$ cat src/rcm_defs.svh
// Offsets, reset values, temperatures and interval counts for the mode sequencer
`ifndef RCM_DEFS_SVH
`define RCM_DEFS_SVH

`define RCM_CLK_HZ 100000000
`define RCM_TICK_S 1
`define RCM_TICK_CYCLES (`RCM_TICK_S * `RCM_CLK_HZ)
`define RCM_S_PER_MIN 60

`define RCM_RESTART_MIN 3
`define RCM_FORCED_S 60
`define RCM_TSAVE_MIN 7
`define RCM_DRY_ON_MIN 10
`define RCM_DRY_OFF_MIN 6
`define RCM_JUDGE_S 25

`define RCM_RESTART_TK (`RCM_RESTART_MIN * `RCM_S_PER_MIN / `RCM_TICK_S)
`define RCM_FORCED_TK (`RCM_FORCED_S / `RCM_TICK_S)
`define RCM_TSAVE_TK (`RCM_FORCED_TK + `RCM_TSAVE_MIN * `RCM_S_PER_MIN / `RCM_TICK_S)
`define RCM_DRY_ON_TK (`RCM_DRY_ON_MIN * `RCM_S_PER_MIN / `RCM_TICK_S)
`define RCM_DRY_OFF_TK (`RCM_DRY_OFF_MIN * `RCM_S_PER_MIN / `RCM_TICK_S)
`define RCM_JUDGE_TK (`RCM_JUDGE_S / `RCM_TICK_S)

`define RCM_SP_MIN 8'h10
`define RCM_SP_MAX 8'h1E
`define RCM_SP_RST 8'h19
`define RCM_JUDGE_THR 8'h17
`define RCM_AUTO_COOL_SP 8'h19
`define RCM_AUTO_DRY_SP 8'h16
`define RCM_LVL_STEP 8'h02
`define RCM_STRAP_ADD 8'h02
`define RCM_COOL_ON_HYST 8'h01

`define RCM_LVL_STD 2'h0
`define RCM_LVL_UP 2'h1
`define RCM_LVL_DN 2'h3

`define RCM_OFF_CTRL 8'h00
`define RCM_OFF_CMD 8'h04
`define RCM_OFF_SETPT 8'h08
`define RCM_OFF_STATUS 8'h0C
`define RCM_OFF_TEMP 8'h10

`endif

$ cat src/rcm_pkg.sv
// Types shared by the mode sequencer
package rcm_pkg;
  typedef enum logic [2:0] {
    ST_OFF = 3'b000,
    ST_JUDGE = 3'b001,
    ST_COOL = 3'b010,
    ST_DRY_WAIT = 3'b100,
    ST_DRY_ON = 3'b101,
    ST_DRY_OFF = 3'b110,
    ST_DRY_CYC = 3'b111
  } rcm_state_e;
  typedef enum logic [1:0] {
    MODE_COOL = 2'b00,
    MODE_DRY = 2'b01,
    MODE_AUTO = 2'b10
  } rcm_mode_e;
  typedef enum logic [1:0] {
    FSEL_AUTO = 2'b00,
    FSEL_LO = 2'b01,
    FSEL_ME = 2'b10,
    FSEL_HI = 2'b11
  } rcm_fsel_e;
  typedef enum logic [2:0] {
    FAN_STOP = 3'b000,
    LOWEST_FAN_SPEED = 3'b001,
    FAN_LO = 3'b010,
    FAN_ME = 3'b011,
    FAN_HI = 3'b100
  } rcm_fan_e;
  typedef struct packed {
    rcm_fsel_e fan_sel;
    rcm_mode_e mode;
  } rcm_ctrl_s;
  typedef struct packed {
    logic down;
    logic up;
    logic stop;
    logic start;
  } rcm_cmd_s;
endpackage : rcm_pkg

$ cat src/rcm_seq.sv
// Cooling, soft dry and automatic mode sequencer with APB registers
`timescale 1ns/1ps
`include "rcm_defs.svh"
// Functional notes
// - User setpoint accepted only between 16 and 30 degrees, compared with intake.
// - Cooling stops compressor at setpoint, restarts it when cooling is demanded again.
// - After any stop the compressor stays off at least 3 minutes.
// - Every compressor start runs at least 60 seconds whatever the temperature, unless an off command stops it.
// - After a cooling restart's forced run a 7 minute time-save interval applies.
// - Soft dry sequence begins once intake reaches the setpoint.
// - First soft dry on lasts at most 10 minutes, then off 6 unless the dry off fallback to cooling comes first.
// - Afterwards soft dry cycles on and off by intake versus setpoint.
// - In dry off, after 3 minutes compressor off, go cooling above cooling on point.
// - Automatic mode runs indoor fan at lowest speed 25 seconds before judging.
// - Automatic mode keeps its chosen mode until an off command or the dry off fallback to cooling.
// - Automatic standard setpoints are 25 for cooling and 22 for soft dry.
// - Up and down shift the automatic setpoint one level, plus or minus 2.
// - Open strap raises judge threshold and standard setpoints by 2 degrees.
// - Outdoor fan switches on and off together with the compressor.
module rcm_seq #(
  parameter int unsigned TICK_CYCLES = `RCM_TICK_CYCLES
) (
  input wire logic clk,
  input wire logic reset,
  input wire logic psel,
  input wire logic penable,
  input wire logic pwrite,
  input wire logic [7:0] paddr,
  input wire logic [31:0] pwdata,
  output logic [31:0] prdata,
  output logic pready,
  output logic pslverr,
  input wire logic [7:0] intake_temp,
  input wire logic mode_offset_strap,
  output logic comp_on,
  output logic outdoor_fan_on,
  output logic [2:0] indoor_fan_speed
);
  logic tick;
  logic run_load, off_load, ph_load, run_done, off_done, ph_done;
  logic [9:0] ph_val;
  logic [7:0] temp_m_q, temp_q, strap_add, std_sp, eff_sp, judge_thr, cool_on_pt;
  logic strap_m_q, strap_q, cool_dem, tsave, req;
  rcm_pkg::rcm_state_e state_q, state_d;
  rcm_pkg::rcm_ctrl_s ctrl_q, ctrl_d;
  rcm_pkg::rcm_cmd_s cmd;
  rcm_pkg::rcm_fan_e fan_q, fan_d;
  logic [7:0] user_sp_q, user_sp_d;
  logic [1:0] level_q, level_d;
  logic auto_q, auto_d, cool_sel_q, cool_sel_d;
  logic restart_q, restart_d, comp_q, comp_d, ofan_q;
  logic [31:0] prdata_q, prdata_d, rd_val;
  logic pready_q, pslverr_q, pslverr_d, rd_err, apb_setup, apb_wr;

  rcm_tick #(.CYCLES(TICK_CYCLES)) u_tick (.clk(clk), .reset(reset), .tick(tick));
  rcm_timer u_run (.clk(clk), .reset(reset), .tick(tick), .load(run_load),
    .load_val(10'(`RCM_FORCED_TK)), .done(run_done));
  rcm_timer u_off (.clk(clk), .reset(reset), .tick(tick), .load(off_load),
    .load_val(10'(`RCM_RESTART_TK)), .done(off_done));
  rcm_timer u_phase (.clk(clk), .reset(reset), .tick(tick), .load(ph_load),
    .load_val(ph_val), .done(ph_done));

  // Sensor word changes slowly, so a plain two-stage sync is enough
  always_ff @(posedge clk) begin
    if (reset) begin
      temp_m_q <= 8'h00;
      temp_q <= 8'h00;
      strap_m_q <= 1'b0;
      strap_q <= 1'b0;
    end else begin
      temp_m_q <= intake_temp;
      temp_q <= temp_m_q;
      strap_m_q <= mode_offset_strap;
      strap_q <= strap_m_q;
    end
  end

  always_comb begin
    strap_add = strap_q ? `RCM_STRAP_ADD : 8'h00;
    std_sp = (cool_sel_q ? `RCM_AUTO_COOL_SP : `RCM_AUTO_DRY_SP) + strap_add;
    judge_thr = `RCM_JUDGE_THR + strap_add;
    if (!auto_q) begin
      eff_sp = user_sp_q;
    end else if (level_q == `RCM_LVL_UP) begin
      eff_sp = std_sp + `RCM_LVL_STEP;
    end else if (level_q == `RCM_LVL_DN) begin
      eff_sp = std_sp - `RCM_LVL_STEP;
    end else begin
      eff_sp = std_sp;
    end
    cool_on_pt = eff_sp + `RCM_COOL_ON_HYST;
    cool_dem = temp_q > eff_sp;
  end

  assign apb_setup = psel & ~penable & ~pready_q;
  assign apb_wr = psel & penable & pready_q & pwrite;
  // Read data is captured in the setup cycle, one cycle before the access edge
  always_comb begin
    rd_val = 32'h0;
    rd_err = 1'b0;
    if (paddr == `RCM_OFF_CTRL) begin
      rd_val = {28'h0, ctrl_q};
    end else if (paddr == `RCM_OFF_SETPT) begin
      rd_val = {24'h0, user_sp_q};
    end else if (paddr == `RCM_OFF_STATUS) begin
      rd_val = {15'h0, strap_q, eff_sp, level_q, cool_sel_q, auto_q, comp_q, state_q};
    end else if (paddr == `RCM_OFF_TEMP) begin
      rd_val = {24'h0, temp_q};
    end else if (paddr != `RCM_OFF_CMD) begin
      rd_err = 1'b1;
    end
    prdata_d = apb_setup ? rd_val : prdata_q;
    pslverr_d = apb_setup & rd_err;
    cmd = '0;
    if (apb_wr && paddr == `RCM_OFF_CMD) begin
      cmd = rcm_pkg::rcm_cmd_s'(pwdata[3:0]);
    end
  end

  always_comb begin
    case (state_q)
      rcm_pkg::ST_COOL, rcm_pkg::ST_DRY_WAIT, rcm_pkg::ST_DRY_CYC: req = cool_dem;
      rcm_pkg::ST_DRY_ON: req = 1'b1;
      default: req = 1'b0;
    endcase
    tsave = (state_q == rcm_pkg::ST_COOL) && restart_q && !ph_done;
    comp_d = comp_q;
    if (state_q == rcm_pkg::ST_OFF) begin
      comp_d = 1'b0;
    end else if (comp_q) begin
      if (!req && run_done && !tsave) begin
        comp_d = 1'b0;
      end
    end else if (req && off_done) begin
      comp_d = 1'b1;
    end
    run_load = comp_d & ~comp_q;
    off_load = comp_q & ~comp_d;
    if (state_q == rcm_pkg::ST_OFF) begin
      fan_d = rcm_pkg::FAN_STOP;
    end else if (state_q == rcm_pkg::ST_JUDGE) begin
      fan_d = rcm_pkg::LOWEST_FAN_SPEED;
    end else begin
      case (ctrl_q.fan_sel)
        rcm_pkg::FSEL_LO: fan_d = rcm_pkg::FAN_LO;
        rcm_pkg::FSEL_ME: fan_d = rcm_pkg::FAN_ME;
        rcm_pkg::FSEL_HI: fan_d = rcm_pkg::FAN_HI;
        default: fan_d = comp_q ? rcm_pkg::FAN_ME : rcm_pkg::LOWEST_FAN_SPEED;
      endcase
    end
  end

  always_comb begin
    state_d = state_q;
    ctrl_d = ctrl_q;
    user_sp_d = user_sp_q;
    level_d = level_q;
    auto_d = auto_q;
    cool_sel_d = cool_sel_q;
    restart_d = restart_q | run_load;
    ph_load = 1'b0;
    ph_val = 10'h000;
    if (apb_wr && paddr == `RCM_OFF_CTRL) begin
      ctrl_d = rcm_pkg::rcm_ctrl_s'(pwdata[3:0]);
    end
    if (apb_wr && paddr == `RCM_OFF_SETPT && pwdata[7:0] >= `RCM_SP_MIN &&
        pwdata[7:0] <= `RCM_SP_MAX) begin
      user_sp_d = pwdata[7:0];
    end
    if (cmd.up) begin
      if (auto_q) begin
        level_d = (level_q == `RCM_LVL_DN) ? `RCM_LVL_STD : `RCM_LVL_UP;
      end else if (user_sp_q < `RCM_SP_MAX) begin
        user_sp_d = user_sp_q + 8'h01;
      end
    end else if (cmd.down) begin
      if (auto_q) begin
        level_d = (level_q == `RCM_LVL_UP) ? `RCM_LVL_STD : `RCM_LVL_DN;
      end else if (user_sp_q > `RCM_SP_MIN) begin
        user_sp_d = user_sp_q - 8'h01;
      end
    end
    case (state_q)
      rcm_pkg::ST_OFF: begin
        if (cmd.start) begin
          level_d = `RCM_LVL_STD;
          restart_d = 1'b0;
          auto_d = (ctrl_q.mode == rcm_pkg::MODE_AUTO);
          cool_sel_d = (ctrl_q.mode != rcm_pkg::MODE_DRY);
          if (ctrl_q.mode == rcm_pkg::MODE_AUTO) begin
            state_d = rcm_pkg::ST_JUDGE;
            ph_load = 1'b1;
            ph_val = 10'(`RCM_JUDGE_TK);
          end else if (ctrl_q.mode == rcm_pkg::MODE_DRY) begin
            state_d = rcm_pkg::ST_DRY_WAIT;
          end else begin
            state_d = rcm_pkg::ST_COOL;
          end
        end
      end
      rcm_pkg::ST_JUDGE: begin
        if (ph_done) begin
          if (temp_q >= judge_thr) begin
            state_d = rcm_pkg::ST_COOL;
            cool_sel_d = 1'b1;
          end else begin
            state_d = rcm_pkg::ST_DRY_WAIT;
            cool_sel_d = 1'b0;
          end
        end
      end
      rcm_pkg::ST_COOL: begin
        if (run_load && restart_q) begin
          ph_load = 1'b1;
          ph_val = 10'(`RCM_TSAVE_TK);
        end
      end
      rcm_pkg::ST_DRY_WAIT: begin
        if (!cool_dem) begin
          state_d = rcm_pkg::ST_DRY_ON;
          ph_load = 1'b1;
          ph_val = 10'(`RCM_DRY_ON_TK);
        end
      end
      rcm_pkg::ST_DRY_ON: begin
        if (ph_done || (run_done && temp_q < eff_sp)) begin
          state_d = rcm_pkg::ST_DRY_OFF;
          ph_load = 1'b1;
          ph_val = 10'(`RCM_DRY_OFF_TK);
        end
      end
      rcm_pkg::ST_DRY_OFF: begin
        if (!comp_q && off_done && temp_q > cool_on_pt) begin
          state_d = rcm_pkg::ST_COOL;
          cool_sel_d = 1'b1;
        end else if (ph_done) begin
          state_d = rcm_pkg::ST_DRY_CYC;
        end
      end
      rcm_pkg::ST_DRY_CYC: begin
        state_d = rcm_pkg::ST_DRY_CYC;
      end
      default: begin
        state_d = rcm_pkg::ST_OFF;
      end
    endcase
    if (cmd.stop) begin
      state_d = rcm_pkg::ST_OFF;
      auto_d = 1'b0;
      ph_load = 1'b1;
      ph_val = 10'h000;
    end
  end

  always_ff @(posedge clk) begin
    if (reset) begin
      state_q <= rcm_pkg::ST_OFF;
      ctrl_q <= '0;
      user_sp_q <= `RCM_SP_RST;
      level_q <= `RCM_LVL_STD;
      auto_q <= 1'b0;
      cool_sel_q <= 1'b1;
      restart_q <= 1'b0;
      comp_q <= 1'b0;
      ofan_q <= 1'b0;
      fan_q <= rcm_pkg::FAN_STOP;
      prdata_q <= 32'h0;
      pready_q <= 1'b0;
      pslverr_q <= 1'b0;
    end else begin
      state_q <= state_d;
      ctrl_q <= ctrl_d;
      user_sp_q <= user_sp_d;
      level_q <= level_d;
      auto_q <= auto_d;
      cool_sel_q <= cool_sel_d;
      restart_q <= restart_d;
      comp_q <= comp_d;
      ofan_q <= comp_d;
      fan_q <= fan_d;
      prdata_q <= prdata_d;
      pready_q <= apb_setup;
      pslverr_q <= pslverr_d;
    end
  end

  assign prdata = prdata_q;
  assign pready = pready_q;
  assign pslverr = pslverr_q;
  assign comp_on = comp_q;
  assign outdoor_fan_on = ofan_q;
  assign indoor_fan_speed = fan_q;
endmodule : rcm_seq

$ cat src/rcm_tick.sv
// One-second tick divider from the system clock
`timescale 1ns/1ps
`include "rcm_defs.svh"
module rcm_tick #(
  parameter int unsigned CYCLES = `RCM_TICK_CYCLES
) (
  input wire logic clk,
  input wire logic reset,
  output logic tick
);
  logic [31:0] cnt_q, cnt_d;
  logic tick_q, tick_d;

  always_comb begin
    cnt_d = cnt_q + 32'h1;
    tick_d = 1'b0;
    if (cnt_q >= 32'(CYCLES - 1)) begin
      cnt_d = 32'h0;
      tick_d = 1'b1;
    end
  end

  always_ff @(posedge clk) begin
    if (reset) begin
      cnt_q <= 32'h0;
      tick_q <= 1'b0;
    end else begin
      cnt_q <= cnt_d;
      tick_q <= tick_d;
    end
  end

  assign tick = tick_q;
endmodule : rcm_tick

$ cat src/rcm_timer.sv
// Loadable down-counter of ticks, done while at zero
`timescale 1ns/1ps
module rcm_timer (
  input wire logic clk,
  input wire logic reset,
  input wire logic tick,
  input wire logic load,
  input wire logic [9:0] load_val,
  output logic done
);
  logic [9:0] cnt_q, cnt_d;

  always_comb begin
    cnt_d = cnt_q;
    if (load) begin
      cnt_d = load_val;
    end else if (tick && cnt_q != 10'h000) begin
      cnt_d = cnt_q - 10'h001;
    end
  end

  always_ff @(posedge clk) begin
    if (reset) begin
      cnt_q <= 10'h000;
    end else begin
      cnt_q <= cnt_d;
    end
  end

  assign done = (cnt_q == 10'h000);
endmodule : rcm_timer

$ cat config.mk
export PLATFORM = sky130hd
export DESIGN_NAME = rcm_seq
export DESIGN_NICKNAME = d
export VERILOG_FILES = /design/src/rcm_pkg.sv /design/src/rcm_seq.sv /design/src/rcm_tick.sv /design/src/rcm_timer.sv
export VERILOG_INCLUDE_DIRS = /design/src
export SDC_FILE = /design/constraint.sdc
export NUM_CORES = 1
export LEC_CHECK = 0
export BUFFER_PORTS_ARGS = -buffer_cell sky130_fd_sc_hd__buf_2
export CORE_MARGIN = 4
export CORE_UTILIZATION = 45
export DETAILED_ROUTE_END_ITERATION = 6
export GPL_ROUTABILITY_DRIVEN = 1
export PLACE_DENSITY = 0.67
export SLEW_MARGIN = 20
export SYNTH_ARGS = -nofsm -noshare
export SYNTH_HDL_FRONTEND = slang
export SYNTH_HIERARCHICAL = 1
export SYNTH_SLANG_ARGS = --single-unit
$ cat constraint.sdc
create_clock -name clk -period 3.6 [get_ports clk]
set_input_delay 0.72 -clock clk [delete_from_list [all_inputs] [get_ports clk]]
set_output_delay 0.72 -clock clk [all_outputs]
set_load 0.05 [all_outputs]
Yosys cells after proc, flatten, opt, wreduce, memory -nomap -nowiden

Cells that the tools add are included.

Output and inout port bits: 39
Register bits: 139

Mux-type cells: 76
Equality and inequality tests: 25
Magnitude comparators: 9
Add/subtract/negate cells: 11
Reductions and logical operators: 44
Bitwise gates (word level): 14

Operators with widths:

| kind                  | count |
|---|---|
| $mux 8                | 13 |
| $mux 17               | 3 |
| $mux 10               | 4 |
| $pmux 10 s4           | 1 |
| $add 32x1->32 const B | 1 |
| $ge 32x27->1 const B  | 1 |
| $logic_not 10->1      | 3 |
| $reduce_bool 10->1    | 3 |
| $sub 10x1->10 const B | 3 |
| $mux 3                | 9 |
| $mux 1                | 24 |
| $pmux 3 s7            | 1 |
| $mux 2                | 9 |
| $mux 9                | 2 |
| $logic_and 1x1->1     | 17 |
| $add 8x1->8 const B   | 2 |
| $eq 8x4->1 const B    | 2 |
| $gt 8x8->1            | 2 |
| $eq 3x3->1 const B    | 4 |
| $mux 6                | 2 |
| $mux 5                | 2 |
| $ne 2x2->1 const B    | 5 |
| $reduce_or 2->1       | 5 |
| $pmux 3 s3            | 1 |
| other kinds (37)      | 60 |

Longest topological paths before layout

Word-level depth: 20
Depth in mapped cells: 20
Depth with buffers taken out: 18

By module

Netlist, hierarchy kept.

Modules (own cells, without submodules):

| module    | cells each | times used | sequential area each (um^2) | area an instance (um^2) |
|---|---|---|---|---|
| rcm_seq   | 514        | 1          | 1,221.2                     | 4,122.7 |
| rcm_timer | 72         | 3          | 200.2                       | 626.9 |
| rcm_tick  | 160        | 1          | 660.6                       | 1,491.4 |

Least setup slack after synthesis

OpenSTA, ideal clock, no wires.

Kind: register to register
Start point: reg strap_q
End point: reg u_run.cnt_q[0]
Arrival time: 3,721 ps
Buffers on the path: 2
Stages on the path, launching flop included: 20
Slack: -201 ps
Library setup time: 79 ps
Path through: dfxtp_1 inv_1 ha_1 ha_1 ha_1 nand2_1 o211ai_1 o21ai_1 ha_1 a21oi_1 o21a_1 inv_1 o22ai_1 a211oi_1 or2_2 clkbuf_1 inv_1 clkbuf_1 nor2_1 a211oi_2

Cells in the longest elaborated chain, start to end: 16

Ends and longest elaborated chain:

| item                               | line            | text |
|---|---|---|
| start, declared                    | rcm_seq.sv:43   | `logic strap_m_q, strap_q, cool_dem, tsave, req;` |
| start signal, assigned             | rcm_seq.sv:74   | `strap_q <= strap_m_q;` |
| $mux 2 *                           | rcm_seq.sv:79   | `` strap_add = strap_q ? `RCM_STRAP_ADD : 8'h00; `` |
| $add 5x2->6 *                      | rcm_seq.sv:80   | `` std_sp = (cool_sel_q ? `RCM_AUTO_COOL_SP : `RCM_AUTO_DRY_SP) + strap_add; `` |
| $sub 6x2->7 (no source line)       | --              |  |
| $mux 8                             | rcm_seq.sv:86   | `` end else if (level_q == `RCM_LVL_DN) begin `` |
| $mux 8 *                           | rcm_seq.sv:84   | `` end else if (level_q == `RCM_LVL_UP) begin `` |
| $mux 8 *                           | rcm_seq.sv:82   | `if (!auto_q) begin` |
| $gt 8x8->1 *                       | rcm_seq.sv:92   | `cool_dem = temp_q > eff_sp;` |
| $pmux 1 s2 *                       | rcm_seq.sv:121  | `case (state_q)` |
| $logic_not 1->1                    | rcm_seq.sv:131  | `if (!req && run_done && !tsave) begin` |
| $logic_and 1x1->1 (2 in series)    | rcm_seq.sv:131  |  |
| $mux 1                             | rcm_seq.sv:131  |  |
| $mux 1 *                           | rcm_seq.sv:130  | `end else if (comp_q) begin` |
| $mux 1 *                           | rcm_seq.sv:128  | `if (state_q == rcm_pkg::ST_OFF) begin` |
| $and 1x1->1 *                      | rcm_seq.sv:137  | `run_load = comp_d & ~comp_q;` |
| via run_load                       | rcm_seq.sv:40   | `logic run_load, off_load, ph_load, run_done, off_done, ph_done;` |
| $reduce_or 2->1 (no source line) * | --              |  |
| end signal, assigned               | rcm_timer.sv:26 | `cnt_q <= cnt_d;` |
| end, declared                      | rcm_timer.sv:11 | `logic [9:0] cnt_q, cnt_d;` |

Mark *: on every way through the listed nets, which the timed path passes. The rest lies on a longest branch.
A chain may end at the register's enable or synchronous reset.

Worst setup path after layout

Start point: reg strap_q
End point: reg state_q[2]

Cells in the longest elaborated chain, start to end: 11

Ends and longest elaborated chain:

| item                                                            | line                           | text |
|---|---|---|
| $mux 2 *                                                        | rcm_seq.sv:79                  |  |
| $add 5x2->6                                                     | rcm_seq.sv:80                  |  |
| $sub 6x2->7 (no source line)                                    | --                             |  |
| $mux 8                                                          | rcm_seq.sv:86                  |  |
| $mux 8                                                          | rcm_seq.sv:84                  |  |
| $mux 8                                                          | rcm_seq.sv:82                  |  |
| $add 8x1->8 (no source line) or $lt 8x8->1 (tied branches)      | --                             |  |
| $gt 8x8->1 or $logic_and 1x1->1 (tied branches)                 | rcm_seq.sv:233, rcm_seq.sv:226 |  |
| $logic_and 1x1->1 or $logic_or 1x1->1 (tied branches)           | rcm_seq.sv:233, rcm_seq.sv:226 |  |
| $ne 3x3->1 (no source line) (tied with other cells)             | --                             |  |
| $reduce_and 6->1 (no source line) or $pmux 3 s7 (tied branches) | --                             |  |
| end signal, assigned                                            | rcm_seq.sv:257                 | `state_q <= rcm_pkg::ST_OFF;` |
| end signal, assigned                                            | rcm_seq.sv:271                 | `state_q <= state_d;` |
| end, declared                                                   | rcm_seq.sv:44                  | `rcm_pkg::rcm_state_e state_q, state_d;` |

Mark *: on every way between the ends. The rest lies on a longest branch, timed or not. The select of a mux whose other input is x is not followed.

==> metrics.txt <==
Max VDD drop=roughly 0.00043 V; fmax=slightly below 0.3 GHz; Total GRT Usage=between 10% and 20%; ys flop type=dfxtp_1; DP HPWL=12800 µm; Pwr per Cell Area=around 530 nW/µm²; largest fanout on the critical path=3; sequential fraction of the synthesis area=around a third; final WL=between 15000 and 20000 µm; WL/cell=about 15 µm; LEAKAGE=0.00336 µW; Ports=93; Synth warnings=6; Tot Pwr=between 4000 and 5000 µW; crit start category=flop; Slew Limit Headroom=47.7%; Hold-fix buffers, CTS=0; crit end category=flop; first-pass GRT wire length=about 30000 µm; die height=around 140 µm; CP max-delay cell=dfxtp_1; Hold Path Stages=1; layout cells sized above 1=19.2%; total length of routed met3 wires=1150 µm; TritonCTS clock tree=done; status=completed; final setup TNS=0 ns; post-synth top area share=between 30% and 40%; commonest cells after routing, fill and taps aside=dfxtp_1, nor2_1, nand2_1, buf_2, inv_1; WL met2=7840 µm; Die ar.=about 19000 µm²; Worst Hold Class=flop to flop; vias in the first global route=between 6000 and 7000; post-layout min period=around 3.4 ns; DRT iter0 DRCs=480; Finish-stage setup viols=0; layout overhead on the synthesized area=18.1%; CP peak stage delay=about 0.32 ns; number of synthesized flops with an enable pin=0; Initial Utilization=between 40% and 50%; # diodes=0; routability cong.=~0.84; Setup CP Type=flop to flop; floorplan row count=46; initial antenna violation count=0; first drt pass iteration count=5; Async S/R FF share, synth=0%; reg2reg setup slack=just under 0.2 ns; largest net degree at the start of global routing=45; worst reg2reg path startpoint=strap_q; WP data required=~3.9 ns; core area=between 15000 and 20000 µm²; Synth Area per Inst=8.42 µm²; nets@finish=1069; DR vias/cell=5.58; # Max-Cap Violations=0; placed instance count=about 1200; Slew @ Worst Pin=~0.78 ns; Syn Inst Count=just under 900; critical hold path startpoint=temp_m_q[7]; CP Cell Sequence=inv_2 -> ha_4 -> inv_1 -> ha_1 -> mux2i_1 -> mux2i_1 -> mux2_2 -> buf_4 -> nand4b_1 -> nor3_2 -> xor2_1 -> ha_1 -> nand4_1 -> o21ai_0 -> a21oi_2 -> a21o_1 -> nand3_2 -> o311a_1; r2r endpoint=state_q[2]; Root Buffer=clkbuf_16; clock skew=roughly 0.008 ns; Post-Syn Area=between 7000 and 8000 µm²; synth unique cells=83; post-route cell area=slightly below 9000 µm²; Cell Count, Final, Fillers Out=1204; fin util=a little over half; DP Area=about 8000 µm²; ranking of synthesized cells by area=dfxtp_1, ha_1, a21oi_1, nor2_1, nand2_1; remaining antenna violation count=0; WL met1=slightly below 9000 µm; Worst Reg-to-Reg Cells=18; die width=between 100 and 150 µm; CTS buffer count=17; CP arrival=3.72 ns; fin. max-slew vios=0; Via Count=just under 7000; H-tree levels=4; Final Hold Violating Endpoints=0; uppermost layer routed=met4; Reg clk slew, reported paths=approximately 0.06 ns; clock sinks=roughly 120; period utilization=94.6%; clock tree buffer depth=2; GRT overflow=0; post-synth top area cell=dfxtp_1; Min-Delay Endpoint=temp_q[7]; # port buffers=53; Seq cells post-synth=between 100 and 150; commonest non-fill, non-tap cell in the layout=dfxtp_1; Clk Latency, worst-skew pair=about 0.42 ns; Post-route DRC=0
-- kinds of logic after synthesis --
| logic type | after synthesis | share of synthesized area [%] |
|---|---|---|
| XOR/XNOR | 26 | 3.04 |
| AO/OA/AOI/OAI | 212 | 21.0 |
| multiplexers | 19 | 2.69 |
| AND/OR/NAND/NOR | 353 | 26.5 |
| buffers and inverters | 114 | 6.96 |
| other | 3 | 0.150 |
| adder cells (fa/ha/maj) | 39 | 6.51 |
| flip-flops | 124 | 33.1 |
-- synth_stat cells (4+ instances only) --
| cell type | number |
|---|---|
| o21bai_1 | 4 |
| nor4b_1 | 4 |
| clkbuf_1 | 30 |
| a22oi_1 | 9 |
| o31a_2 | 7 |
| o31ai_1 | 11 |
| o21ai_1 | 4 |
| nand2b_1 | 9 |
| xnor2_1 | 21 |
| a211oi_1 | 18 |
| or4_4 | 4 |
| inv_1 | 53 |
| a311oi_2 | 4 |
| nor2_1 | 67 |
| mux2i_1 | 13 |
| nor3_1 | 38 |
| nand4b_1 | 5 |
| nand2_1 | 64 |
| and4_1 | 6 |
| ha_1 | 39 |
| o211ai_1 | 12 |
| a21oi_1 | 53 |
| nand3_1 | 33 |
| nand4_1 | 16 |
| or3_1 | 17 |
| xor2_1 | 5 |
| a211oi_2 | 6 |
| a211o_1 | 6 |
| or4_1 | 9 |
| nor2b_1 | 31 |
| buf_4 | 16 |
| nor4_1 | 12 |
| a221oi_1 | 12 |
| buf_2 | 7 |
| and2_1 | 4 |
| a31oi_1 | 5 |
| mux2_2 | 5 |
| dfxtp_1 | 124 |
| o21ai_0 | 28 |
-- what timing repair did --
item                                    4_1_cts  5_1_grt
buffers inserted                              0        6
gates resized for setup                       0       19
hold endpoints to repair                      0        0
endpoints found under the setup margin        0       33
-- per-stage QoR --
step           setup WS [ns]  hold WS, ns
2_1_floorplan         0.0174        0.414
3_3_place_gp          0.0777        0.417
3_5_place_dp          0.0195        0.420
4_1_cts              0.00779        0.436
5_1_grt              -0.0531        0.447
6_report               0.193        0.431
-- cell type report --
class                   instances  area (µm²)
fillers                      1507        7260
well taps                     216         270
multi-input cells             691        4740
clock buffers                  22         484
flip-flops and latches        124        2480
clock inverters                 9         113
inverters                      53         203
repair inverters                1        7.51
repair buffers                 88         556
-- worst max-delay path by stage --
| stage | start | endpoint | depth (start not counted) |
|---|---|---|---|
| 4_1_cts | strap_q | u_run/cnt_q[1] | 17 |
| 3_5_place_dp | strap_q | u_run/cnt_q[1] | 17 |
| 5_1_grt | strap_q | u_phase/cnt_q[8] | 19 |
| 6_report | strap_q | state_q[2] | 18 |
| 2_1_floorplan | strap_q | u_run/cnt_q[1] | 16 |
| 3_3_place_gp | cool_sel_q | u_run/cnt_q[1] | 17 |
-- critical path, delay by kind of cell (launching register included) --
kind | cells | cell delay (ns)
AOI/OAI and AO/OA | 4 | 0.78
DFF | 1 | 0.32
muxes | 3 | 0.51
buffers and inverters | 3 | 0.32
and+or+nand+nor | 4 | 0.50
adders and majority gates | 3 | 0.73
xor gates and xnor gates | 1 | 0.15
-- flip-flops by register name, summed over array words and instances, names as in the netlist, 2 cells and up --
register and count:
u_tick/cnt_q 32, prdata 17, u_off/cnt_q 10, u_phase/cnt_q 10, u_run/cnt_q 10, temp_m_q 8, temp_q 8, user_sp_q 8
ctrl_q 4, indoor_fan_speed 3, state_q 3, level_q 2
-- power breakdown --
group	total, µW	internal, µW	leakage (µW)	switching (µW)
logic	1280	587	0.00207	690
clock network	1730	1090	0.000280	642
registers	1650	1500	0.00101	150
-- layer usage --
metal  up-vias  track usage (%)
li1       3388                -
met1      3121             27.3
met2       188             28.7
met3        26             5.15
met4         0             6.82
met5         -                0
Power figures use the tool's default switching activity.
